`src/rtl/wot_map.svh`:
```
// register offsets, field positions, reset values and timing counts for the wait one-shot timer
`ifndef WOT_MAP_SVH
`define WOT_MAP_SVH

`define WOT_ADDR_W          4
`define WOT_OFF_MODE        4'h0
`define WOT_OFF_OS_CTRL     4'h1
`define WOT_OFF_PULSE_MODE  4'h2
`define WOT_OFF_PRESCALER   4'h3
`define WOT_OFF_PRIMARY     4'h4
`define WOT_OFF_SECONDARY   4'h5
`define WOT_OFF_STATUS      4'h6

// timer_mode_reg fields
`define WOT_MODE_SRC_LSB    0
`define WOT_MODE_RUN_BIT    7
// oneshot_control_reg fields
`define WOT_OSC_START_BIT   0
// pulse_output_mode_reg fields
`define WOT_PUM_POL_BIT     5
`define WOT_PUM_TRIG_EN_BIT 6
`define WOT_PUM_LEVEL_BIT   7
// status fields (write 1 to clear)
`define WOT_ST_TMR_IRQ_BIT  0
`define WOT_ST_EXT_IRQ_BIT  1

`define WOT_RST_BYTE        8'h00
`define WOT_RST_PERIOD      8'hff

// count source dividers
`define WOT_DIV2_CNT        1'h1
`define WOT_DIV8_CNT        3'h7

`endif

```
`src/rtl/wot_pkg.sv`:
```
// types for the wait one-shot timer
package wot_pkg;
  typedef enum logic [1:0] {
    WOT_SRC_F1  = 2'b00,
    WOT_SRC_F2  = 2'b01,
    WOT_SRC_F8  = 2'b10,
    WOT_SRC_UFL = 2'b11
  } wot_src_t;

  typedef enum logic [1:0] {
    WOT_IDLE    = 2'b00,
    WOT_WAIT    = 2'b01,
    WOT_PULSE   = 2'b10,
    WOT_FINISH  = 2'b11
  } wot_state_t;

  typedef struct packed {
    wot_state_t state;
    logic [7:0] mode;
    logic       os_start;
    logic [7:0] pulse_output_mode_reg;
    logic [7:0] pre_rld;
    logic [7:0] pri_rld;
    logic [7:0] sec_rld;
    logic [7:0] pre_cnt;
    logic [7:0] pri_cnt;
    logic [2:0] div;
    logic       sync1;
    logic       sync2;
    logic       trig_d;
    logic       ufl1;
    logic       ufl2;
    logic       ufl_d;
    logic       tmr_irq;
    logic       ext_irq;
    logic       pulse_out;
    logic       irq;
    logic [7:0] rdata;
  } wot_state_s_t;
endpackage

```
`src/rtl/wot_timer.sv`:
```
// wait one-shot timer: prescaler, primary wait counter and secondary pulse counter
`timescale 1ns/1ps
`default_nettype none
`include "wot_map.svh"

module wot_timer (
  input  wire logic                  clk,
  input  wire logic                  rst_n,
  input  wire logic [`WOT_ADDR_W-1:0] addr,
  input  wire logic [7:0]            wdata,
  input  wire logic                  wr,
  input  wire logic                  rd,
  output logic      [7:0]            rdata,
  input  wire logic                  ext_trigger_pin,
  input  wire logic                  companion_ufl,
  output logic                       pulse_out_pin,
  output logic                       timer_irq,
  output logic                       ext_pin_irq
);

  wot_pkg::wot_state_s_t s_reg;
  wot_pkg::wot_state_s_t s_next;

  logic                  tick;
  logic                  pre_ufl;
  logic                  edge_act;
  logic                  count_run_flag;
  logic                  ext_trigger_enable;
  logic                  ext_trigger_polarity;
  logic                  output_level_select;
  logic                  stop_req;
  logic                  start_req;
  logic                  active;
  wot_pkg::wot_src_t     src;

  function automatic logic hit(input logic [`WOT_ADDR_W-1:0] off);
    hit = (addr == off);
  endfunction

  // field views of the control registers
  assign count_run_flag       = s_reg.mode[`WOT_MODE_RUN_BIT];
  assign src                  = wot_pkg::wot_src_t'(s_reg.mode[`WOT_MODE_SRC_LSB +: 2]);
  assign ext_trigger_enable   = s_reg.pulse_output_mode_reg[`WOT_PUM_TRIG_EN_BIT];
  assign ext_trigger_polarity = s_reg.pulse_output_mode_reg[`WOT_PUM_POL_BIT];
  assign output_level_select  = s_reg.pulse_output_mode_reg[`WOT_PUM_LEVEL_BIT];
  assign active = (s_reg.state == wot_pkg::WOT_WAIT) || (s_reg.state == wot_pkg::WOT_PULSE);

  // count source select; the companion underflow is synchronised then edge detected
  always_comb begin
    case (src)
      wot_pkg::WOT_SRC_F1: tick = 1'b1;
      wot_pkg::WOT_SRC_F2: tick = (s_reg.div[0] == `WOT_DIV2_CNT);
      wot_pkg::WOT_SRC_F8: tick = (s_reg.div == `WOT_DIV8_CNT);
      default:             tick = s_reg.ufl2 && !s_reg.ufl_d;
    endcase
  end

  // prescaler underflow is the step of the main counter
  assign pre_ufl = tick && (s_reg.pre_cnt == 8'h00);

  // active edge seen on the synchronised trigger pin; polarity 1 picks rising
  assign edge_act = ext_trigger_polarity ? (s_reg.sync2 && !s_reg.trig_d)
                                         : (!s_reg.sync2 && s_reg.trig_d);

  // software stop: run flag cleared or start bit cleared while counting
  always_comb begin
    stop_req = 1'b0;
    if (wr && hit(`WOT_OFF_MODE) && !wdata[`WOT_MODE_RUN_BIT]) begin
      stop_req = 1'b1;
    end else if (wr && hit(`WOT_OFF_OS_CTRL) && !wdata[`WOT_OSC_START_BIT]) begin
      stop_req = 1'b1;
    end
  end

  // start by software write or by an enabled trigger edge, only when idle
  always_comb begin
    start_req = 1'b0;
    if (count_run_flag && (s_reg.state == wot_pkg::WOT_IDLE)) begin
      if (wr && hit(`WOT_OFF_OS_CTRL) && wdata[`WOT_OSC_START_BIT]) begin
        start_req = 1'b1;
      end else if (ext_trigger_enable && edge_act) begin
        start_req = 1'b1;
      end
    end
  end

  // whole next state of the block
  always_comb begin
    s_next        = s_reg;
    s_next.div    = s_reg.div + 3'h1;
    s_next.sync1  = ext_trigger_pin;
    s_next.sync2  = s_reg.sync1;
    s_next.trig_d = s_reg.sync2;
    s_next.ufl1   = companion_ufl;
    s_next.ufl2   = s_reg.ufl1;
    s_next.ufl_d  = s_reg.ufl2;
    s_next.rdata  = 8'h00;

    // register writes; period writes touch only the reload copies
    if (wr) begin
      if (hit(`WOT_OFF_MODE)) begin
        s_next.mode = wdata;
      end else if (hit(`WOT_OFF_OS_CTRL)) begin
        s_next.os_start = wdata[`WOT_OSC_START_BIT] && count_run_flag;
      end else if (hit(`WOT_OFF_PULSE_MODE)) begin
        s_next.pulse_output_mode_reg = wdata;
      end else if (hit(`WOT_OFF_PRESCALER)) begin
        s_next.pre_rld = wdata;
      end else if (hit(`WOT_OFF_PRIMARY)) begin
        s_next.pri_rld = wdata;
      end else if (hit(`WOT_OFF_SECONDARY)) begin
        s_next.sec_rld = wdata;
      end else if (hit(`WOT_OFF_STATUS)) begin
        if (wdata[`WOT_ST_TMR_IRQ_BIT]) begin
          s_next.tmr_irq = 1'b0;
        end
        if (wdata[`WOT_ST_EXT_IRQ_BIT]) begin
          s_next.ext_irq = 1'b0;
        end
      end
    end

    // pin interrupt follows any active edge, even mid-count or trigger disabled
    if (edge_act) begin
      s_next.ext_irq = 1'b1;
    end

    // sequencer
    case (s_reg.state)
      wot_pkg::WOT_IDLE: begin
        // at rest the counters track the reload copies
        s_next.pre_cnt = s_next.pre_rld;
        s_next.pri_cnt = s_next.pri_rld;
        if (start_req) begin
          s_next.state    = wot_pkg::WOT_WAIT;
          s_next.os_start = 1'b1;
          s_next.pre_cnt  = s_reg.pre_rld;
          s_next.pri_cnt  = s_reg.pri_rld;
        end
      end
      wot_pkg::WOT_WAIT: begin
        if (tick) begin
          s_next.pre_cnt = pre_ufl ? s_reg.pre_rld : s_reg.pre_cnt - 8'h01;
        end
        if (pre_ufl) begin
          if (s_reg.pri_cnt == 8'h00) begin
            s_next.pri_cnt   = s_reg.sec_rld;
            s_next.state     = wot_pkg::WOT_PULSE;
            s_next.pulse_out = 1'b1;
          end else begin
            s_next.pri_cnt = s_reg.pri_cnt - 8'h01;
          end
        end
      end
      wot_pkg::WOT_PULSE: begin
        if (tick) begin
          s_next.pre_cnt = pre_ufl ? s_reg.pre_rld : s_reg.pre_cnt - 8'h01;
        end
        if (pre_ufl && (s_reg.pri_cnt == 8'h00)) begin
          s_next.pri_cnt  = s_reg.pri_rld;
          s_next.pre_cnt  = s_reg.pre_rld;
          s_next.state    = wot_pkg::WOT_FINISH;
        end else if (pre_ufl) begin
          s_next.pri_cnt = s_reg.pri_cnt - 8'h01;
        end
      end
      default: begin
        // reload done: pulse ends as the interrupt rises, start bit clears
        s_next.state     = wot_pkg::WOT_IDLE;
        s_next.os_start  = 1'b0;
        s_next.pulse_out = 1'b0;
        s_next.tmr_irq   = 1'b1;
      end
    endcase

    // software stop wins over counting: reload then rest
    if (active && stop_req) begin
      s_next.state     = wot_pkg::WOT_IDLE;
      s_next.pre_cnt   = s_reg.pre_rld;
      s_next.pri_cnt   = s_reg.pri_rld;
      s_next.pulse_out = 1'b0;
      s_next.os_start  = 1'b0;
    end

    // interrupt line: copy of the timer flag; the level bit does not touch it
    s_next.irq = s_next.tmr_irq;

    // read data one cycle later; prescaler shows its live count, primary and secondary show theirs only in their own phase
    if (rd) begin
      if (hit(`WOT_OFF_MODE)) begin
        s_next.rdata = s_reg.mode;
      end else if (hit(`WOT_OFF_OS_CTRL)) begin
        s_next.rdata = {7'h00, s_reg.os_start};
      end else if (hit(`WOT_OFF_PULSE_MODE)) begin
        s_next.rdata = s_reg.pulse_output_mode_reg;
      end else if (hit(`WOT_OFF_PRESCALER)) begin
        s_next.rdata = s_reg.pre_cnt;
      end else if (hit(`WOT_OFF_PRIMARY)) begin
        s_next.rdata = (s_reg.state == wot_pkg::WOT_PULSE) ? s_reg.pri_rld
                                                           : s_reg.pri_cnt;
      end else if (hit(`WOT_OFF_SECONDARY)) begin
        s_next.rdata = (s_reg.state == wot_pkg::WOT_PULSE) ? s_reg.pri_cnt
                                                           : s_reg.sec_rld;
      end else if (hit(`WOT_OFF_STATUS)) begin
        s_next.rdata = {4'h0, s_reg.state, s_reg.ext_irq, s_reg.tmr_irq};
      end
    end
  end

  // single state register
  always_ff @(posedge clk) begin
    if (!rst_n) begin
      s_reg         <= '0;
      s_reg.state   <= wot_pkg::WOT_IDLE;
      s_reg.mode    <= `WOT_RST_BYTE;
      s_reg.pulse_output_mode_reg     <= `WOT_RST_BYTE;
      s_reg.pre_rld <= `WOT_RST_PERIOD;
      s_reg.pri_rld <= `WOT_RST_PERIOD;
      s_reg.sec_rld <= `WOT_RST_PERIOD;
      s_reg.pre_cnt <= `WOT_RST_PERIOD;
      s_reg.pri_cnt <= `WOT_RST_PERIOD;
    end else begin
      s_reg <= s_next;
    end
  end

  // outputs straight from flip-flops; xor with level select kept in a flop copy
  logic pin_reg;
  always_ff @(posedge clk) begin
    if (!rst_n) begin
      pin_reg <= 1'b0;
    end else begin
      pin_reg <= s_next.pulse_out ^ s_next.pulse_output_mode_reg[`WOT_PUM_LEVEL_BIT];
    end
  end

  assign pulse_out_pin = pin_reg;
  assign timer_irq     = s_reg.irq;
  assign ext_pin_irq   = s_reg.ext_irq;
  assign rdata         = s_reg.rdata;

  // output_level_select is read by nothing; the pin above uses the next-state level bit
  logic unused_level;
  assign unused_level = output_level_select;

endmodule
`default_nettype wire

```
`config.mk`:
```
export PLATFORM = sky130hd
export DESIGN_NAME = wot_timer
export DESIGN_NICKNAME = d
export VERILOG_FILES = /design/src/rtl/wot_pkg.sv /design/src/rtl/wot_timer.sv
export VERILOG_INCLUDE_DIRS = /design/src /design/src/rtl
export SDC_FILE = /design/constraint.sdc
export NUM_CORES = 1
export LEC_CHECK = 0
export ABC_AREA = 0
export BUFFER_PORTS_ARGS = -buffer_cell sky130_fd_sc_hd__clkbuf_2
export CORE_UTILIZATION = 40
export DETAILED_ROUTE_END_ITERATION = 10
export SLEW_MARGIN = 20
export SYNTH_ARGS = -nofsm -noshare
export SYNTH_HDL_FRONTEND = slang
export SYNTH_SLANG_ARGS = --single-unit
export TNS_END_PERCENT = 10
```
`constraint.sdc`:
```
create_clock -name clk -period 4.35 [get_ports clk]
set_input_delay 0 -clock clk [delete_from_list [all_inputs] [get_ports clk]]
set_output_delay 0 -clock clk [all_outputs]
set_load 0.01 [all_outputs]
```
==> flow_metrics.py <==
metrics = {
    "place": {
        "place_area_um2": 4670,
        "preCtsSetupSlack_ns": 1.74,
        "place_hpwl_um": 9690,
        "globalplace.congestion": 0.953,
        "placed_cells": 669,
        "portBuffers": 28,
    },
    "sta": {
        "max_slew_margin_pct": 34.6,
        "setup_ws_ns": 1.66,
        "rsz0062_at_grt": "false",
        "clock_skew_ns": 0.00544,
        "finalSetupViolCount": 0,
        "tightest_slew_ns": 0.968,
        "drv_slew": 0,
        "fmax_ghz": 0.371,
        "finalCritPeriodShare_pct": 61.9,
        "finalHoldViolations": 0,
        "whs_ns": 0.0549,
        "min_period_ns": 2.69,
        "finalSetupTns_ns": 0,
    },
    "routing": {
        "drtAntennaViolNets": 0,
        "wl_per_cell_um": 19.8,
        "drtIter0Drc": 463,
        "dr_total_vias": 4132,
        "dr.pass1.iters": 7,
        "via_per_inst": 6.01,
        "wl_um": 13600,
        "drc_errors": 0,
    },
    "floorplanning": {
        "die_y_um": 108,
        "die-area_um2": 11800,
        "start_util_pct": 41.4,
        "die_w_um": 108,
        "core_area_um2": 10900,
        "io_pins": 29,
        "rows": 38,
    },
    "synthesis": {
        "yosys_warnings": 0,
        "ys_types": 73,
        "synth.cell_area_um2": 4530,
        "synth-seq-cells": 80,
        "synth.avg_cell_area_um2": 8.42,
        "synth_top_area_share_pct": 35.3,
        "synth.area.top_cells": "dfxtp_1, mux2i_1, nand2_1",
        "yosysSeqAreaShare_pct": 35.3,
        "yosysTopAreaCell": "dfxtp_1",
        "yosysMostFrequentCell": "dfxtp_1",
        "synth_edf_count": 0,
        "synth_nets": 567,
        "synth_commonest_cells": "dfxtp_1, nand2_1, nor2_1, mux2i_1, a21oi_1",
        "syn_inst": 538,
        "synthArstFlopShare_pct": 0,
        "synth-main-ff-cell": "dfxtp_1",
    },
    "power": {
        "powerDensity_nw_per_um2": 340,
        "power.leakage_nw": 1.98,
        "max-vdd-ir-drop_mv": 0.257,
        "power_mw": 1.70,
    },
    "clock_tree": {
        "clk_latency_ns": 0.34,
        "cts_tree": "done",
        "cts-resized-gates": 0,
        "numClockSinks": 80,
        "htree_levels": 3,
        "root_buffer": "clkbuf_16",
        "clk_pin_slew_worst_paths_ns": 0.06,
        "ctsLongestPathBuffers": 2,
        "cts_made_buffers": 9,
    },
    "worst_setup_path": {
        "worstSetupPathType": "flip-flop to flip-flop",
        "cp-start-kind": "flip-flop",
        "required_ns": 4.53,
        "arrival_ns": 2.87,
        "critPathMaxFanout": 23,
        "end_kind": "flip-flop",
    },
    "global_routing": {
        "gr-total-overflow": 0,
        "grt_pass1_wl_um": 21300,
        "grt_antenna_before_repair": 0,
        "grt_usage_pct": 23.8,
        "grt_pass1_vias": 3823,
        "grt_max_degree": 51,
    },
    "cells_and_area": {
        "fillers": 1142,
        "finalNetCount": 571,
        "layoutNonFillerInstCount": 687,
        "syn2layout_area_growth_pct": 10.5,
        "design_area_um2": 5000,
        "antennaDiodeCount": 0,
        "largest_reg_flops": 61,
        "final_util_pct": 45.8,
        "layout-drive-gt1-share_pct": 12.4,
    },
    "flow_run": {
        "drv_cap": 0,
    },
    "status": {
        "outcome": "completed",
    },
    "worst_hold_path": {
        "hold_path.class": "input pin to flip-flop",
    },
}
## repair_timing
action                                 in CTS  in global routing
endpoints found under the hold margin       2                  0
hold buffers                                2                  0
buffers inserted                            0                  0
## cells by family after synthesis
kind of cell,synth area share [%]
simple gates,25.8
compound gates,17.7
flops,35.3
buf+inv,5.27
mux,10.5
xor+xnor,2.32
fa+ha+maj,3.04
## layout make-up
cell class / instances / area [um^2] / share of cell area (%)
well taps: 140 / 175 / 3.50
flip-flops and latches: 80 / 1600 / 32.0
clock inverters: 6 / 75.1 / 1.50
multi-input cells: 407 / 2690 / 53.8
clock buffers: 10 / 239 / 4.77
inverters: 11 / 41.3 / 0.825
repair buffers: 33 / 183 / 3.65
## critical path: stages (launching register included)
cell,delay [ns]
dfxtp_1,0.36
inv_1,0.12
ha_1,0.72
nor2_1,0.30
a221oi_1,0.53
or2_1,0.26
or3_1,0.13
o2111ai_1,0.10
## layout by cell type (no fill, tap or decap), drive strengths merged, types with 4 or more instances in the layout
master,instances
ha,11
a222oi,6
a31oi,4
mux2i,34
a211oi,8
a221oi,7
and2,11
inv,13
a22oi,4
nor2b,8
xor2,7
a21oi,31
mux2,12
xnor2,5
o31ai,4
o21ai,12
nor2,44
clkbuf,38
o211ai,5
nand2b,10
nor4,6
dfxtp,80
or3,6
and3,6
or4,4
nor3,9
nand2,76
nand3,30
## worst paths after layout
check	slack [ns]	start	cells past startpoint	endpoint
setup reg to reg	1.66	s_reg[78]	7	s_reg[23]
hold reg to reg	0.43	s_next[16]	1	s_next[15]
hold / removal	0.05	wdata[5]	3	s_reg[58]
setup / recovery	1.66	s_reg[78]	7	s_reg[23]
## routing by layer
layer  part of all wire, %  GRT usage [%]  routed length [um]
met2                    45           36.9                6120
met1                    46           33.1                6220
met4                   2.0           7.24                 274
met3                   7.2           4.58                 976
met5                     0              0                   0
## power breakdown
part	internal, mW	switching (mW)	total [mW]
combinational	0.0500	0.0900	0.140
clock	0.468	0.324	0.792
sequential	0.750	0.0177	0.768
(Power assumes the default switching activity.)
